==> src/common/cor_pkg.sv <==
`default_nettype none
package cor_pkg;
  // ----------------------------------------------------------------
  // Register numbers carried in the low nibble of each serial word
  // ----------------------------------------------------------------
  localparam logic [3:0] COR_ADDR_OUT_LAST = 4'h7;
  localparam logic [3:0] COR_ADDR_LOCK = 4'hb;
  localparam logic [3:0] COR_ADDR_PLL = 4'he;
  localparam logic [3:0] COR_ADDR_FB = 4'hf;
  localparam int COR_NUM_OUT = 8;
  localparam int COR_WORD_W = 32;
  localparam int COR_ADDR_W = 4;
  // ----------------------------------------------------------------
  // Per-output register fields
  // ----------------------------------------------------------------
  localparam int COR_RESET_BIT = 31;
  localparam int COR_MUX_HI = 18;
  localparam int COR_MUX_LO = 17;
  localparam int COR_EN_BIT = 16;
  localparam int COR_DIV_HI = 15;
  localparam int COR_DIV_LO = 8;
  localparam int COR_DLY_HI = 7;
  localparam int COR_DLY_LO = 4;
  localparam logic [31:0] COR_OUT_DEFAULT = 32'h0000_0100;
  // ----------------------------------------------------------------
  // Lock-detect and PLL register fields
  // ----------------------------------------------------------------
  localparam int COR_PRESCALE_BIT = 15;
  localparam logic [31:0] COR_LOCK_DEFAULT = 32'h0000_0000;
  localparam int COR_FIXED_HI = 31;
  localparam int COR_FIXED_LO = 28;
  localparam logic [3:0] COR_FIXED_VAL = 4'h2;
  localparam int COR_GLOBAL_EN_BIT = 27;
  localparam int COR_SLEEP_BIT = 26;
  localparam int COR_FLOAT_BIT = 25;
  localparam int COR_POL_BIT = 24;
  localparam int COR_LDSEL_HI = 23;
  localparam int COR_LDSEL_LO = 20;
  localparam int COR_RDIV_HI = 19;
  localparam int COR_RDIV_LO = 8;
  localparam logic [31:0] COR_PLL_DEFAULT = 32'h2800_0a00;
  localparam int COR_GAIN_HI = 31;
  localparam int COR_GAIN_LO = 30;
  localparam int COR_NDIV_HI = 25;
  localparam int COR_NDIV_LO = 8;
  localparam logic [31:0] COR_FB_DEFAULT = 32'h0002_f800;
  // ----------------------------------------------------------------
  // Path select encodings and added latency in picoseconds
  // ----------------------------------------------------------------
  typedef enum logic [1:0] {
    COR_PATH_BYPASS = 2'h0,
    COR_PATH_DIV = 2'h1,
    COR_PATH_DLY = 2'h2,
    COR_PATH_DIV_DLY = 2'h3
  } cor_path_t;
  localparam logic [11:0] COR_LAT_DIV_PS = 12'd100;
  localparam logic [11:0] COR_LAT_DLY_PS = 12'd400;
  localparam logic [11:0] COR_LAT_DIV_DLY_PS = 12'd500;
  localparam logic [11:0] COR_DLY_STEP_PS = 12'd150;
  localparam logic [8:0] COR_RATIO_THROUGH = 9'd1;
endpackage
`default_nettype wire

==> src/rtl/cor_regs.sv <==
`timescale 1ns/1ns
`default_nettype none
module cor_regs (
  input wire logic ref_clk_i,
  input wire logic rst_i,
  input wire logic ser_clk_i,
  input wire logic ser_data_i,
  input wire logic ser_latch_i,
  input wire logic outputs_gate_pin_i,
  output logic [7:0][1:0] output_path_select_o,
  output logic [7:0][8:0] divide_ratio_o,
  output logic [7:0][3:0] output_delay_code_o,
  output logic [7:0][11:0] added_latency_ps_o,
  output logic [7:0] clock_output_en_o,
  output logic [7:0] divide_code_invalid_o,
  output logic lock_detect_prescale_o,
  output logic all_outputs_enable_o,
  output logic device_sleep_o,
  output logic pump_float_o,
  output logic pump_polarity_o,
  output logic [1:0] pump_gain_o,
  output logic [3:0] lock_indicator_sel_o,
  output logic [11:0] ref_divider_o,
  output logic ref_divider_invalid_o,
  output logic [17:0] feedback_divider_o,
  output logic feedback_divider_invalid_o,
  output logic pll_fixed_bits_bad_o
);

  // ----------------------------------------------------------------
  // Functions
  // ----------------------------------------------------------------
  // Latency added over bypass: fixed part, plus programmed steps on the two delay paths
  function automatic logic [11:0] path_latency(input logic [1:0] mux,
                                               input logic [3:0] dly);
    logic [11:0] steps;
    steps = 12'(dly) * cor_pkg::COR_DLY_STEP_PS;
    case (mux)
      cor_pkg::COR_PATH_DIV: path_latency = cor_pkg::COR_LAT_DIV_PS;
      cor_pkg::COR_PATH_DLY:
        path_latency = cor_pkg::COR_LAT_DLY_PS + steps;
      cor_pkg::COR_PATH_DIV_DLY:
        path_latency = cor_pkg::COR_LAT_DIV_DLY_PS + steps;
      default: path_latency = 12'h000;
    endcase
  endfunction

  // Effective ratio seen by the output; one when divider is out
  function automatic logic [8:0] eff_ratio(input logic [1:0] mux,
                                           input logic [7:0] code);
    if (mux == cor_pkg::COR_PATH_DIV || mux == cor_pkg::COR_PATH_DIV_DLY) begin
      eff_ratio = {code, 1'b0};
    end else begin
      eff_ratio = cor_pkg::COR_RATIO_THROUGH;
    end
  endfunction

  // ----------------------------------------------------------------
  // Serial pin synchronisers
  // ----------------------------------------------------------------
  // The serial clock is only a sampled input; 10 MHz against an
  // 800 ns link period gives four samples per phase.
  logic [3:0] meta_ff;
  logic [3:0] sync_ff;
  logic ser_clk_d_ff;
  logic ser_latch_d_ff;

  always_ff @(posedge ref_clk_i) begin
    if (rst_i) begin
      // Latch idles high; starting it low would fake a commit of an
      // empty word into register 0 as reset is released
      meta_ff <= 4'h4;
      sync_ff <= 4'h4;
      ser_clk_d_ff <= 1'b0;
      ser_latch_d_ff <= 1'b1;
    end else begin
      meta_ff <= {outputs_gate_pin_i, ser_latch_i, ser_data_i, ser_clk_i};
      sync_ff <= meta_ff;
      ser_clk_d_ff <= sync_ff[0];
      ser_latch_d_ff <= sync_ff[2];
    end
  end

  logic clk_rise;
  logic latch_rise;
  logic gate_sync;
  assign clk_rise = sync_ff[0] & ~ser_clk_d_ff;
  assign latch_rise = sync_ff[2] & ~ser_latch_d_ff;
  assign gate_sync = sync_ff[3];

  // ----------------------------------------------------------------
  // Shift register
  // ----------------------------------------------------------------
  // Bits enter MSB first while latch is low; last 32 bits win
  logic [31:0] shift_ff;

  always_ff @(posedge ref_clk_i) begin
    if (rst_i) begin
      shift_ff <= 32'h0000_0000;
    end else if (clk_rise && !sync_ff[2]) begin
      shift_ff <= {shift_ff[30:0], sync_ff[1]};
    end
  end

  // ----------------------------------------------------------------
  // Register write decode
  // ----------------------------------------------------------------
  logic [3:0] wr_addr;
  logic soft_reset;
  assign wr_addr = shift_ff[cor_pkg::COR_ADDR_W-1:0];
  assign soft_reset = latch_rise && wr_addr == 4'h0 &&
                      shift_ff[cor_pkg::COR_RESET_BIT];

  logic [31:0] out_ctl_ff [cor_pkg::COR_NUM_OUT];
  logic [31:0] lock_ctl_ff;
  logic [31:0] pll_ctl_ff;
  logic [31:0] fb_ctl_ff;

  // Per-output registers; a register 0 word with the reset bit set is never stored
  always_ff @(posedge ref_clk_i) begin
    if (rst_i || soft_reset) begin
      for (int i = 0; i < cor_pkg::COR_NUM_OUT; i++) begin
        out_ctl_ff[i] <= cor_pkg::COR_OUT_DEFAULT;
      end
    end else if (latch_rise && wr_addr <= cor_pkg::COR_ADDR_OUT_LAST) begin
      out_ctl_ff[wr_addr[2:0]] <= shift_ff;
    end
  end

  always_ff @(posedge ref_clk_i) begin
    if (rst_i || soft_reset) begin
      lock_ctl_ff <= cor_pkg::COR_LOCK_DEFAULT;
    end else if (latch_rise && wr_addr == cor_pkg::COR_ADDR_LOCK) begin
      lock_ctl_ff <= shift_ff;
    end
  end

  always_ff @(posedge ref_clk_i) begin
    if (rst_i || soft_reset) begin
      pll_ctl_ff <= cor_pkg::COR_PLL_DEFAULT;
    end else if (latch_rise && wr_addr == cor_pkg::COR_ADDR_PLL) begin
      pll_ctl_ff <= shift_ff;
    end
  end

  always_ff @(posedge ref_clk_i) begin
    if (rst_i || soft_reset) begin
      fb_ctl_ff <= cor_pkg::COR_FB_DEFAULT;
    end else if (latch_rise && wr_addr == cor_pkg::COR_ADDR_FB) begin
      fb_ctl_ff <= shift_ff;
    end
  end

  // ----------------------------------------------------------------
  // Global controls
  // ----------------------------------------------------------------
  logic sleep;
  logic global_en;
  assign sleep = pll_ctl_ff[cor_pkg::COR_SLEEP_BIT];
  assign global_en = pll_ctl_ff[cor_pkg::COR_GLOBAL_EN_BIT];

  // Lock-detect prescale, the only live bit of its register
  always_ff @(posedge ref_clk_i) begin
    if (rst_i) begin
      lock_detect_prescale_o <= 1'b0;
    end else begin
      lock_detect_prescale_o <=
        lock_ctl_ff[cor_pkg::COR_PRESCALE_BIT];
    end
  end

  // ----------------------------------------------------------------
  // Reference side and mode bits
  // ----------------------------------------------------------------
  always_ff @(posedge ref_clk_i) begin
    if (rst_i) begin
      all_outputs_enable_o <= 1'b1;
      device_sleep_o <= 1'b0;
      pump_float_o <= 1'b0;
      pump_polarity_o <= 1'b0;
      lock_indicator_sel_o <= 4'h0;
      ref_divider_o <= 12'h00a;
      ref_divider_invalid_o <= 1'b0;
      pll_fixed_bits_bad_o <= 1'b0;
    end else begin
      all_outputs_enable_o <= global_en;
      device_sleep_o <= sleep;
      // Sleeping also floats the pump
      pump_float_o <= pll_ctl_ff[cor_pkg::COR_FLOAT_BIT] | sleep;
      // Zero negative, one positive
      pump_polarity_o <= pll_ctl_ff[cor_pkg::COR_POL_BIT];
      // Sleep parks the lock pin on its disabled code
      lock_indicator_sel_o <= sleep ? 4'h0 :
        pll_ctl_ff[cor_pkg::COR_LDSEL_HI:cor_pkg::COR_LDSEL_LO];
      ref_divider_o <=
        pll_ctl_ff[cor_pkg::COR_RDIV_HI:cor_pkg::COR_RDIV_LO];
      ref_divider_invalid_o <=
        pll_ctl_ff[cor_pkg::COR_RDIV_HI:cor_pkg::COR_RDIV_LO] == 12'h000;
      // Flags a host that broke the fixed pattern; the word is kept
      pll_fixed_bits_bad_o <=
        pll_ctl_ff[cor_pkg::COR_FIXED_HI:cor_pkg::COR_FIXED_LO] !=
        cor_pkg::COR_FIXED_VAL;
    end
  end

  // ----------------------------------------------------------------
  // Feedback side
  // ----------------------------------------------------------------
  always_ff @(posedge ref_clk_i) begin
    if (rst_i) begin
      pump_gain_o <= 2'h0;
      feedback_divider_o <= 18'h002f8;
      feedback_divider_invalid_o <= 1'b0;
    end else begin
      pump_gain_o <= fb_ctl_ff[cor_pkg::COR_GAIN_HI:cor_pkg::COR_GAIN_LO];
      feedback_divider_o <=
        fb_ctl_ff[cor_pkg::COR_NDIV_HI:cor_pkg::COR_NDIV_LO];
      feedback_divider_invalid_o <=
        fb_ctl_ff[cor_pkg::COR_NDIV_HI:cor_pkg::COR_NDIV_LO] == 18'h00000;
    end
  end

  // ----------------------------------------------------------------
  // Per-output field slices
  // ----------------------------------------------------------------
  // Sync pin alignment (after divider writes) is the host's job and
  // has no state here; only static configuration is presented.
  logic [7:0][1:0] mux_field;
  logic [7:0][7:0] div_field;
  logic [7:0][3:0] dly_field;
  logic [7:0] en_field;

  always_comb begin
    for (int i = 0; i < cor_pkg::COR_NUM_OUT; i++) begin
      mux_field[i] =
        out_ctl_ff[i][cor_pkg::COR_MUX_HI:cor_pkg::COR_MUX_LO];
      div_field[i] =
        out_ctl_ff[i][cor_pkg::COR_DIV_HI:cor_pkg::COR_DIV_LO];
      dly_field[i] =
        out_ctl_ff[i][cor_pkg::COR_DLY_HI:cor_pkg::COR_DLY_LO];
      en_field[i] = out_ctl_ff[i][cor_pkg::COR_EN_BIT];
    end
  end

  // ----------------------------------------------------------------
  // Path select and delay code, straight copies of the fields
  // ----------------------------------------------------------------
  always_ff @(posedge ref_clk_i) begin
    if (rst_i) begin
      output_path_select_o <= 16'h0000;
    end else begin
      output_path_select_o <= mux_field;
    end
  end

  always_ff @(posedge ref_clk_i) begin
    if (rst_i) begin
      output_delay_code_o <= 32'h0000_0000;
    end else begin
      output_delay_code_o <= dly_field;
    end
  end

  // ----------------------------------------------------------------
  // Effective ratio and added latency
  // ----------------------------------------------------------------
  always_ff @(posedge ref_clk_i) begin
    if (rst_i) begin
      for (int i = 0; i < cor_pkg::COR_NUM_OUT; i++) begin
        divide_ratio_o[i] <= cor_pkg::COR_RATIO_THROUGH;
      end
    end else begin
      for (int i = 0; i < cor_pkg::COR_NUM_OUT; i++) begin
        divide_ratio_o[i] <= eff_ratio(mux_field[i], div_field[i]);
      end
    end
  end

  always_ff @(posedge ref_clk_i) begin
    if (rst_i) begin
      for (int i = 0; i < cor_pkg::COR_NUM_OUT; i++) begin
        added_latency_ps_o[i] <= 12'h000;
      end
    end else begin
      for (int i = 0; i < cor_pkg::COR_NUM_OUT; i++) begin
        added_latency_ps_o[i] <=
          path_latency(mux_field[i], dly_field[i]);
      end
    end
  end

  // ----------------------------------------------------------------
  // Output enables and divide code check
  // ----------------------------------------------------------------
  // Enable bit counts only under global enable, open gate, awake;
  // the gate lags its pin by the synchroniser depth.
  always_ff @(posedge ref_clk_i) begin
    if (rst_i) begin
      clock_output_en_o <= 8'h00;
    end else begin
      for (int i = 0; i < cor_pkg::COR_NUM_OUT; i++) begin
        clock_output_en_o[i] <= en_field[i] && global_en && gate_sync &&
          !sleep;
      end
    end
  end

  always_ff @(posedge ref_clk_i) begin
    if (rst_i) begin
      divide_code_invalid_o <= 8'h00;
    end else begin
      for (int i = 0; i < cor_pkg::COR_NUM_OUT; i++) begin
        divide_code_invalid_o[i] <= div_field[i] == 8'h00;
      end
    end
  end

endmodule
`default_nettype wire

==> config.mk <==
export PLATFORM = sky130hd
export DESIGN_NAME = cor_regs
export DESIGN_NICKNAME = d
export VERILOG_FILES = /design/src/common/cor_pkg.sv /design/src/rtl/cor_regs.sv
export SDC_FILE = /design/constraint.sdc
export NUM_CORES = 1
export LEC_CHECK = 0
export BUFFER_PORTS_ARGS = -buffer_cell sky130_fd_sc_hd__buf_2
export CORE_MARGIN = 2
export CORE_UTILIZATION = 60
export CTS_BUF_LIST = sky130_fd_sc_hd__clkbuf_16
export DETAILED_ROUTE_END_ITERATION = 6
export GPL_TIMING_DRIVEN = 0
export PLACE_DENSITY = 0.94
export SLEW_MARGIN = 5
export SYNTH_ARGS = -nofsm -noshare
export SYNTH_HDL_FRONTEND = slang
export SYNTH_SLANG_ARGS = --single-unit
==> constraint.sdc <==
create_clock -name ref_clk_i -period 9.4 [get_ports ref_clk_i]
set_input_delay 0.94 -clock ref_clk_i [delete_from_list [all_inputs] [get_ports ref_clk_i]]
set_output_delay 0.94 -clock ref_clk_i [all_outputs]
set_load 0.01 [all_outputs]
==> run summary, run 1 <==
DP Area -> 22400 µm²
Arrival time reported for the critical path endpoint -> 4710 ps
Reg2Reg Depth -> 13
Area fraction in and, or, nand and nor cells after synthesis -> 20.3%
Post-synthesis mux area share -> 0.883%
Gpl congestion -> 0.909
Setup Slack @ Placement -> 4720 ps
Total power after layout -> 4.42 mW
Number of port buffers -> 273
Source-to-sink clock delay at the later pin of the worst-skew pair -> 550 ps
All-layer global routing usage -> 30.1%
Setup Viol. Count Final -> 0
Fraction of power spent switching nets -> 24.3%
Core Footprint -> 33500 µm²
Critical path launch point type -> flop
Area added between synthesis and finish -> 17.0%
Distinct cells, synth -> 74
Path type of the worst setup path -> reg2reg
Longest Clk Path Bufs -> 3
Cell internal pwr -> 3.34 mW
Sequential share of power -> 49.2%
Beginning of the critical path -> out_ctl_ff[0][6]
Unrepaired setup endpoints after global routing -> no
Slew Viols, Final -> 0
WP data required -> 9870 ps
Number of synthesized register bits -> 475
Footprint of the multi-input gates -> 8950 µm²
Share of final-layout standard cells stronger than drive strength 1 -> 16.1%
CTS resizes -> 0
Global-route wire length before repair -> 84200 µm
Overall routed net length -> 54800 µm
Initial standard-cell utilization of the core -> 60.8%
Main combinational cell family by area after synthesis -> simple AND/OR/NAND/NOR gates
Fraction of synthesis flops using an asynchronous set or reset pin -> 0%
Worst reg2reg startpoint -> out_ctl_ff[0][6]
Placed wire-length estimate after detailed placement -> 37200 µm
Clock transition at the registers of the reported paths -> 70 ps
CTS tree -> done
Post-route setup TNS -> 0 ps
Total number of H-tree levels -> 2
Power share of the combinational group -> 10.2%
Number of primary I/O pins -> 282
Power per unit of standard cell area -> 185 nW/µm²
Final non-filler cell area -> 23900 µm²
Final Net Count -> 2490
DIE AREA -> 35500 µm²
Post-synthesis xor/xnor area fraction -> 3.86%
Worst Tran Pin Value -> 1200 ps
Number of DRC violations after detailed-routing iteration 0 -> 1541
TritonCTS buffer count -> 44
FF/Latch Area -> 10700 µm²
FP Rows -> 67
Crit end category -> flop
Pin count of the biggest net entering global routing -> 17
Syn_area_per_cell -> 10.1 µm²
Final hold violations -> 0
Worst R2R End -> added_latency_ps_o[8]
Worst path setup slack after routing -> 5160 ps
Min Tclk post-route -> 4240 ps
Count of vias placed by the detailed router -> 16400
Most frequent cells in the layout -> dfxtp_1, buf_2, nand2_1
Synth Area in Compound Gates -> 9.97%
Critical path peak fanout -> 8
Antenna-violating nets left -> 0
Seq/Total Area, Yosys -> 52.5%
# fillers -> 2230
Share of synthesized cell area in full adder, half adder and majority cells -> 8.70%
Remaining global-route overflow -> 0
Worst hold margin -> 442 ps
Slack of the worst reg-to-reg path -> 5160 ps
Vert. Die Dim -> 188 µm
Residual DRC -> 0
Routed wirelength normalized by instance count -> 19.3 µm
Setup Buffers After CTS -> 0
Power share of the clock group -> 40.6%
Outcome -> finished clean
Number of enable flip-flop cells after synthesis -> 120
Most frequent standard cell in the layout excluding fill and tap cells -> dfxtp_1
Post-synth top flop -> dfxtp_1
DR vias/cell -> 5.79
Top achievable clock speed -> 0.236 GHz
Hold Crit Class -> reg2reg
Width of the die -> 188 µm
Final worst clock skew -> 21.5 ps
Clock net sink count -> 475
Capturing instance or port of the critical path -> added_latency_ps_o[8]
Maximum vdd drop -> 0.000143 V
Period utilization -> 45.1%
Post-cts hold buffer count -> 0
Master cell of the clock root buffer -> clkbuf_16
Netlist area before placement -> 20400 µm²
Max-Cap Viols -> 0
Number of antenna violations at the first check in global routing -> 1
Leakage -> 10.5 nW
Number of synthesis warnings -> 0
DRT Pass-1 Iters -> 5
Gate Count Post-Synth -> 2015
Reported net switching power -> 1.07 mW
Worst slew margin relative to its limit -> 20.1%
Number of global-route vias before repair -> 15900
cells in the mapped netlist (all sizes together), types with 5 or more instances:
cell type,instances,share of area (%)
nand2b,21,0.64
fa,8,0.78
xnor2,66,2.8
or3,24,0.74
nand3b,8,0.29
a31oi,12,0.37
a21o,16,0.59
o21a,14,0.52
and3,8,0.25
o31ai,7,0.26
and2,201,6.2
ha,129,7.9
nand2,226,4.2
o211ai,11,0.40
nor3,27,0.66
a211oi,11,0.40
o22ai,5,0.15
o21ai,44,1.1
clkbuf,90,1.7
nor2b,66,2.0
inv,93,1.7
nor3b,6,0.22
dfxtp,355,35
buf,10,0.37
xor2,24,1.0
a211o,5,0.21
or2,19,0.58
mux2i,18,0.88
edfxtp,120,18
nand3,25,0.61
a311oi,13,0.56
and3b,5,0.21
a21oi,134,3.3
nor2,96,1.8
and4b,6,0.29
nor4,27,0.86
logic make-up (layout without fill, tap and decap cells):
group / count (synthesis) / count (layout)
buffers and inverters: 193 / 554
other: 1 / 9
AND/OR/NAND/NOR: 785 / 785
multiplexers: 18 / 18
AO/OA/AOI/OAI: 316 / 316
flip-flops: 475 / 475
XOR/XNOR: 90 / 90
adder cells (fa/ha/maj): 137 / 137
power groups by stage:
| stage | sequential, mW | combinational (mW) | clock (mW) |
|---|---|---|---|
| 2_1_floorplan | 2.23 | 0.296 | 0 |
| 3_3_place_gp | 2.22 | 0.409 | 0 |
| 3_5_place_dp | 2.22 | 0.433 | 0 |
| 4_1_cts | 2.17 | 0.441 | 1.80 |
| 5_1_grt | 2.18 | 0.488 | 1.88 |
| 6_report | 2.18 | 0.449 | 1.79 |
stage by stage:
stage               cells  util (%)
floorplan            2022         -
global placement     2743      66.7
detailed placement   2749      66.8
CTS                  2831      71.2
global route         2831      71.2
finish               2832      71.2
flip-flops by register name (all words and copies together) (netlist names), 16 cells and up:
register              flops
shift_ff                 32
pll_ctl_ff               24
output_delay_code_o      32
added_latency_ps_o       88
divide_ratio_o           72
fb_ctl_ff                20
out_ctl_ff              120
output_path_select_o     16
feedback_divider_o       18
metal layers:
layer | up-vias | wire length [µm] | track usage, %
li1 | 7541 | - | -
met1 | 7713 | 21000 | 37.1
met2 | 909 | 26300 | 52.0
met3 | 227 | 4410 | 3.91
met4 | 0 | 3020 | 15.8
met5 | - | 0 | 0
layout make-up:
| type | count | share of cell area (%) |
|---|---|---|
| Sequential cell | 475 | 44.9 |
| Clock buffer | 49 | 5.14 |
| Clock inverter | 33 | 1.01 |
| Tap cell | 448 | 2.35 |
| Buffer | 100 | 1.78 |
| Antenna cell | 1 | 0.0105 |
| Multi-Input combinational cell | 1354 | 37.5 |
| Inverter | 93 | 1.46 |
| Timing Repair Buffer | 279 | 5.91 |
worst min path at each step:
stage / from / to / cells past startpoint
3_3_place_gp: meta_ff[2] / sync_ff[2] / 1
3_5_place_dp: meta_ff[2] / sync_ff[2] / 1
2_1_floorplan: meta_ff[2] / sync_ff[2] / 1
4_1_cts: meta_ff[2] / sync_ff[2] / 1
6_report: sync_ff[1] / shift_ff[0] / 2
5_1_grt: meta_ff[2] / sync_ff[2] / 1
worst max-delay path: stages (launching register included):
cell and delay, ps:
edfxtp_1 550, ha_1 360, inv_1 50, fa_1 570, inv_1 60, ha_1 220, xnor2_1 390, ha_1 260
or4b_2 580, mux2i_1 230, o21ai_0 200, o211a_1 250, o21ai_0 220, mux2i_1 210
No activity file was read; power rests on OpenSTA's default activity.
==> run 2, diff against run 1 <==
--- a/config.mk
+++ b/config.mk
@@ -7,11 +7,11 @@
 export LEC_CHECK = 0
 export BUFFER_PORTS_ARGS = -buffer_cell sky130_fd_sc_hd__buf_2
 export CORE_MARGIN = 2
-export CORE_UTILIZATION = 60
+export CORE_UTILIZATION = 52
 export CTS_BUF_LIST = sky130_fd_sc_hd__clkbuf_16
 export DETAILED_ROUTE_END_ITERATION = 6
 export GPL_TIMING_DRIVEN = 0
-export PLACE_DENSITY = 0.94
+export PLACE_DENSITY = 0.87
 export SLEW_MARGIN = 5
 export SYNTH_ARGS = -nofsm -noshare
 export SYNTH_HDL_FRONTEND = slang
==> constraint.sdc (replaced) <==
create_clock -name ref_clk_i -period 3.6 [get_ports ref_clk_i]
set_input_delay 0.36 -clock ref_clk_i [delete_from_list [all_inputs] [get_ports ref_clk_i]]
set_output_delay 0.36 -clock ref_clk_i [all_outputs]
set_load 0.01 [all_outputs]
==> run 2 against run 1 <==
Against the previous run:
- combinational power rose to 2.7 times the previous value
- global-route usage down 4.2 points
- critical path type unchanged
- sequential power rose to 2.6 times the previous value
- clock skew down 1.4 ps
- worst setup slack worse by 5100 ps
- cell count up 3.5%
- first-iteration DRC count down 36%
- power rose to 2.6 times the previous value
- utilization down 8.2 points
==> run summary, run 2 (same netlist as run 1, synthesis figures left out) <==
Outcome -> finished clean
Maximum vdd drop -> 0.000365 V (+150%)
Most common cell on crit path -> ha_1
Total number of H-tree levels -> 2 (unchanged)
Hold Crit Class -> in2reg
Power per unit of standard cell area -> 480 nW/µm² (+160%)
Residual DRC -> 0 (unchanged)
Number of antenna cells inserted -> 0 (-1)
Clock transition at the registers of the reported paths -> 60 ps (about the same)
DRT Pass-1 Iters -> 6 (+1)
Post-route setup TNS -> 0 ps (unchanged)
Overall routed net length -> 54200 µm (-1.0%)
Final worst clock skew -> 20.1 ps (-1.42 ps)
Number of port buffers -> 273 (unchanged)
Master of the slowest instance on the critical path -> edfxtp_1
Max-Cap Viols -> 0 (unchanged)
Most frequent cells in the layout -> dfxtp_1, buf_2, nand2_1
CP Cell Sequence -> ha_1 > fa_1 > ha_1 > and4_1 > or3_1 > a32oi_1 > a211oi_1 > or4_1 > a21oi_1
TritonCTS buffer count -> 47 (+6.8%)
Number of primary I/O pins -> 282 (unchanged)
Share of final-layout standard cells stronger than drive strength 1 -> 17.9% (+1.9 points)
Leakage -> 10.7 nW (+1.9%)
Vert. Die Dim -> 202 µm (+7.3%)
DR vias/cell -> 5.42 (-6.3%)
Core Footprint -> 38600 µm² (+15%)
Most frequent standard cell in the layout excluding fill and tap cells -> dfxtp_1
Width of the die -> 202 µm (+7.3%)
Gpl congestion -> 0.878 (-3.3%)
Slew Viols, Final -> 0 (unchanged)
# fillers -> 2965 (+33%)
Pin count of the biggest net entering global routing -> 16 (-1)
Critical path launch point type -> flop
Total power after layout -> 11.7 mW (+160%)
Final hold violations -> 0 (unchanged)
Area added between synthesis and finish -> 19.4%
Master cell of the clock root buffer -> clkbuf_16
Global-route wire length before repair -> 82800 µm (-1.7%)
Placed wire-length estimate after detailed placement -> 37500 µm (+0.79%)
Flip-flop count of the largest register, all copies and words added -> 120 (unchanged)
Source-to-sink clock delay at the later pin of the worst-skew pair -> 580 ps (+30 ps)
Longest Clk Path Bufs -> 3 (unchanged)
Remaining global-route overflow -> 0 (unchanged)
Crit end category -> flop
Initial standard-cell utilization of the core -> 52.8% (-8.1 points)
Largest reg by FF count -> out_ctl_ff
All-layer global routing usage -> 25.9% (-4.2 points)
Min Tclk post-route -> 3500 ps (-738 ps)
Number of antenna violations at the first check in global routing -> 2 (+1)
Number of DRC violations after detailed-routing iteration 0 -> 987 (-36%)
Count of vias placed by the detailed router -> 15900 (-3.0%)
Top achievable clock speed -> 0.286 GHz (+21%)
Worst slew margin relative to its limit -> 17.4% (-2.7 points)
Critical path peak fanout -> 6 (-2)
Antenna-violating nets left -> 0 (unchanged)
Worst Tran Pin Value -> 1240 ps (+40.3 ps)
Worst hold margin -> 16.3 ps (-426 ps)
Path type of the worst setup path -> reg2reg
Routed wirelength normalized by instance count -> 18.5 µm (-4.4%)
Number of global-route vias before repair -> 15500 (-2.7%)
CTS tree -> done
Arrival time reported for the critical path endpoint -> 4010 ps (-700 ps)
Final Net Count -> 2520 (+1.2%)
FP Rows -> 72 (+7.5%)
Worst stage delay on the critical path -> 530 ps (-50 ps)
WP data required -> 4110 ps (-5760 ps)
Clock net sink count -> 475 (unchanged)
DIE AREA -> 40800 µm² (+15%)
Period utilization -> 97.2% (+52 points)
Top flop regs -> out_ctl_ff: 120 flops, added_latency_ps_o: 88 flops, divide_ratio_o: 72 flops
Setup Viol. Count Final -> 0 (unchanged)
Final Util -> 63.0% (-8.2 points)
-- run 2: per-stage QoR --
stage | worst slack (ps) | area, µm² | std cells
2_1_floorplan | -26.7 | 20400 | 2022
3_3_place_gp | -557 | 22500 | 2813
3_5_place_dp | -500 | 22500 | 2819
4_1_cts | 2.48 | 24200 | 2919
5_1_grt | -7.49 | 24400 | 2931
6_report | 100 | 24400 | 2931
-- run 2: path summary, 6_finish.rpt --
kind | startpoint | to | slack [ps] | depth (start not counted)
worst min-delay path | ser_clk_i | meta_ff[0] | 20 | 2
worst min register to register | meta_ff[3] | sync_ff[3] | 430 | 1
worst max-delay path | out_ctl_ff[1][6] | added_latency_ps_o[23] | 100 | 9
worst max register to register | out_ctl_ff[1][6] | added_latency_ps_o[23] | 100 | 9
-- run 2: worst max-delay path: cells and delay by family (launching register included) --
family | cells | cell delay [ps]
adders and majority gates | 3 | 1120
and+or+nand+nor | 3 | 1070
AOI/OAI and AO/OA | 3 | 710
DFF | 1 | 530
-- run 2: final cells by class --
cell class / instances / area, µm² / share of cell area (%)
multi-input cells: 1354 / 9080 / 37.3
well taps: 518 / 648 / 2.66
flip-flops and latches: 475 / 10700 / 44.0
clock buffers: 48 / 1200 / 4.93
inverters: 93 / 349 / 1.43
repair buffers: 306 / 1630 / 6.70
plain buffers: 100 / 432 / 1.77
clock inverters: 37 / 302 / 1.24
-- run 2: power by group --
group / total (mW) / internal (mW) / switching (mW)
logic: 1.22 / 0.500 / 0.724
clock network: 4.80 / 2.72 / 2.08
registers: 5.67 / 5.60 / 0.0694
total: 11.7 / 8.83 / 2.87
-- run 2: what timing repair did --
item,CTS,global route
pin swaps,8,7
setup endpoints to repair,4,16
endpoints found under the hold margin,3,0
gates cloned,0,0
buffers inserted,12,12
gates resized for setup,11,18
hold buffers,3,0
-- run 2: metal layers --
| metal | part of all wire (%) | GRT usage, % |
|---|---|---|
| met1 | 42 | 33.1 |
| met2 | 47 | 43.2 |
| met3 | 6.3 | 3.90 |
| met4 | 4.5 | 12.4 |
| met5 | 0 | 0 |
==> run 3, diff against run 2 <==
--- a/config.mk
+++ b/config.mk
@@ -12,6 +12,7 @@
 export DETAILED_ROUTE_END_ITERATION = 6
 export GPL_TIMING_DRIVEN = 0
 export PLACE_DENSITY = 0.87
+export RECOVER_POWER = 50
 export SLEW_MARGIN = 5
 export SYNTH_ARGS = -nofsm -noshare
 export SYNTH_HDL_FRONTEND = slang
==> run 3 against run 2 <==
Against the previous run:
- maximum frequency rose by 0.75%
- clock-buffer cell count unchanged
- flip-flop and latch count unchanged
- highest routed layer unchanged
==> run summary, run 3 (same netlist as run 1, synthesis figures left out) <==
Outcome -> finished clean
Width of the die -> 202 µm (unchanged)
Final non-filler cell area -> 24000 µm² (-1.4%)
Longest Clk Path Bufs -> 3 (unchanged)
TritonCTS buffer count -> 47 (unchanged)
Worst min-delay path startpoint -> ser_clk_i
Gpl congestion -> 0.878 (unchanged)
Worst reg2reg startpoint -> out_ctl_ff[0][6]
Met3 capacity usage during global routing -> 3.90% (unchanged)
Critical path launch point type -> flop
Most frequent cells in the layout -> clkbuf_1, dfxtp_1, nand2_1
Hold Crit Endpoint -> meta_ff[0]
Routed wirelength normalized by instance count -> 18.5 µm (+0.16%)
All-layer global routing usage -> 25.9% (unchanged)
Slew Viols, Final -> 0 (unchanged)
Pin count of the biggest net entering global routing -> 16 (unchanged)
Number of antenna violations at the first check in global routing -> 2 (unchanged)
Filler-free cell count of the finished design -> 2931 (unchanged)
Antenna-violating nets left -> 0 (unchanged)
Path type of the worst setup path -> reg2reg
Worst R2R End -> added_latency_ps_o[8]
Number of port buffers -> 273 (unchanged)
Area added between synthesis and finish -> 17.7%
Master of the slowest instance on the critical path -> or4b_2
Arrival time reported for the critical path endpoint -> 3940 ps (-70 ps)
Final worst clock skew -> 18.4 ps (-1.71 ps)
Clock net sink count -> 475 (unchanged)
M2 GR Usage -> 43.2% (unchanged)
Crit end category -> flop
Met1 layer usage reported by global route -> 33.1% (unchanged)
Final hold violations -> 0 (unchanged)
Worst Tran Pin Value -> 1210 ps (-25.4 ps)
Number of primary I/O pins -> 282 (unchanged)
FP Rows -> 72 (unchanged)
Slack of the worst reg-to-reg path -> 130 ps (+30 ps)
Initial standard-cell utilization of the core -> 52.8% (unchanged)
Hold Crit Class -> in2reg
Period utilization -> 96.5% (-0.73 points)
Delay-heaviest family, CP -> adder cells
Min Tclk post-route -> 3470 ps (-26.2 ps)
Footprint of the multi-input gates -> 9080 µm² (unchanged)
Worst slew margin relative to its limit -> 19.1% (+1.7 points)
Flip-flop count of the largest register, all copies and words added -> 120 (unchanged)
Critical path peak fanout -> 4 (-2)
Source-to-sink clock delay at the later pin of the worst-skew pair -> 580 ps (about the same)
Count of vias placed by the detailed router -> 15900 (+0.26%)
Most frequent standard cell in the layout excluding fill and tap cells -> clkbuf_1
Leakage -> 9.61 nW (-11%)
WP data required -> 4060 ps (-50 ps)
Overall routed net length -> 54300 µm (+0.16%)
Top achievable clock speed -> 0.288 GHz (+0.75%)
Setup Viol. Count Final -> 0 (unchanged)
Global-route wire length before repair -> 82800 µm (unchanged)
Clock transition at the registers of the reported paths -> 60 ps (about the same)
DRT Pass-1 Iters -> 5 (-1)
Residual DRC -> 0 (unchanged)
Share of final-layout standard cells stronger than drive strength 1 -> 6.76% (-11 points)
Top flop regs -> out_ctl_ff: 120 flops, added_latency_ps_o: 88 flops, divide_ratio_o: 72 flops
Reg2Reg Depth -> 13 (+4)
Worst stage delay on the critical path -> 620 ps (+90 ps)
Core Footprint -> 38600 µm² (unchanged)
Remaining global-route overflow -> 0 (unchanged)
Vert. Die Dim -> 202 µm (unchanged)
CP Cell Sequence -> ha_1 > inv_1 > fa_1 > inv_1 > ha_2 > xnor2_2 > ha_2 > or4b_2 > mux2i_4 > o211ai_1 > a211oi_2 > o21ai_2 > mux2i_1
Total number of H-tree levels -> 2 (unchanged)
Number of global-route vias before repair -> 15500 (unchanged)
# fillers -> 3116 (+5.1%)
Maximum vdd drop -> 0.000366 V (+0.24%)
Placed cells -> 2819 (unchanged)
CTS tree -> done
Final Net Count -> 2520 (unchanged)
FF/Latch Area -> 10700 µm² (unchanged)
Master cell of the clock root buffer -> clkbuf_16
Post-route setup TNS -> 0 ps (unchanged)
Largest reg by FF count -> out_ctl_ff
Max-Cap Viols -> 0 (unchanged)
Number of DRC violations after detailed-routing iteration 0 -> 1056 (+7.0%)
Power per unit of standard cell area -> 486 nW/µm² (+1.2%)
DR vias/cell -> 5.44 (+0.26%)
Placed wire-length estimate after detailed placement -> 37500 µm (unchanged)
DP Area -> 22500 µm² (unchanged)
Most Used Layer, Global Route -> met2
Final Util -> 62.1% (-0.89 points)
Cell depth of the worst min-delay path -> 2 (unchanged)
DIE AREA -> 40800 µm² (unchanged)
Number of antenna cells inserted -> 0 (unchanged)
Number of buffers and inverters on the critical path -> 2 (+2)
==> run 3: power by group <==
group / switching, mW / total (mW) / internal, mW
clock: 2.07 / 4.80 / 2.72
combinational: 0.724 / 1.20 / 0.476
sequential: 0.0720 / 5.67 / 5.60
==> run 3: stage by stage <==
step / power (mW) / hold slack [ps] / worst slack (ps)
after floorplan: 6.59 / 389 / -26.7
after global placement: 6.88 / 422 / -557
after detailed placement: 6.93 / 428 / -500
after CTS: 11.7 / 7.11 / 2.48
after global routing: 12.1 / 32.7 / -7.49
final: 11.7 / 15.6 / 126
==> run 3: worst max-delay path by stage <==
stage	depth (start not counted)	to	startpoint
2_1_floorplan	13	added_latency_ps_o[8]	out_ctl_ff[0][6]
3_3_place_gp	6	output_delay_code_o[18]	rst_i
3_5_place_dp	6	output_delay_code_o[18]	rst_i
4_1_cts	13	added_latency_ps_o[8]	out_ctl_ff[0][6]
5_1_grt	13	added_latency_ps_o[8]	out_ctl_ff[0][6]
6_report	13	added_latency_ps_o[8]	out_ctl_ff[0][6]
==> run 3: repair_timing <==
item	4_1_cts	5_1_grt
setup buffers	12	12
hold buffers	3	0
endpoints found under the hold margin	3	0
pin swaps	8	7
setup endpoints to repair	4	16
gates resized for setup	11	18
==> run 3: layer usage <==
| metal | part of all wire [%] | vias to the layer above |
|---|---|---|
| met2 | 47 | 595 |
| met1 | 41 | 7610 |
| met5 | 0 | - |
| met4 | 4.5 | 0 |
| met3 | 6.7 | 151 |
| li1 | - | 7581 |
==> run 3: area by class of cell <==
| class | count | area share, % |
|---|---|---|
| clock inverter | 37 | 1.26 |
| tap | 518 | 2.70 |
| inverter | 93 | 1.45 |
| timing repair buffer | 306 | 5.40 |
| sequential | 475 | 44.6 |
| multi-input combinational | 1354 | 37.8 |
| buffer | 100 | 1.77 |
| clock buffer | 48 | 5.00 |
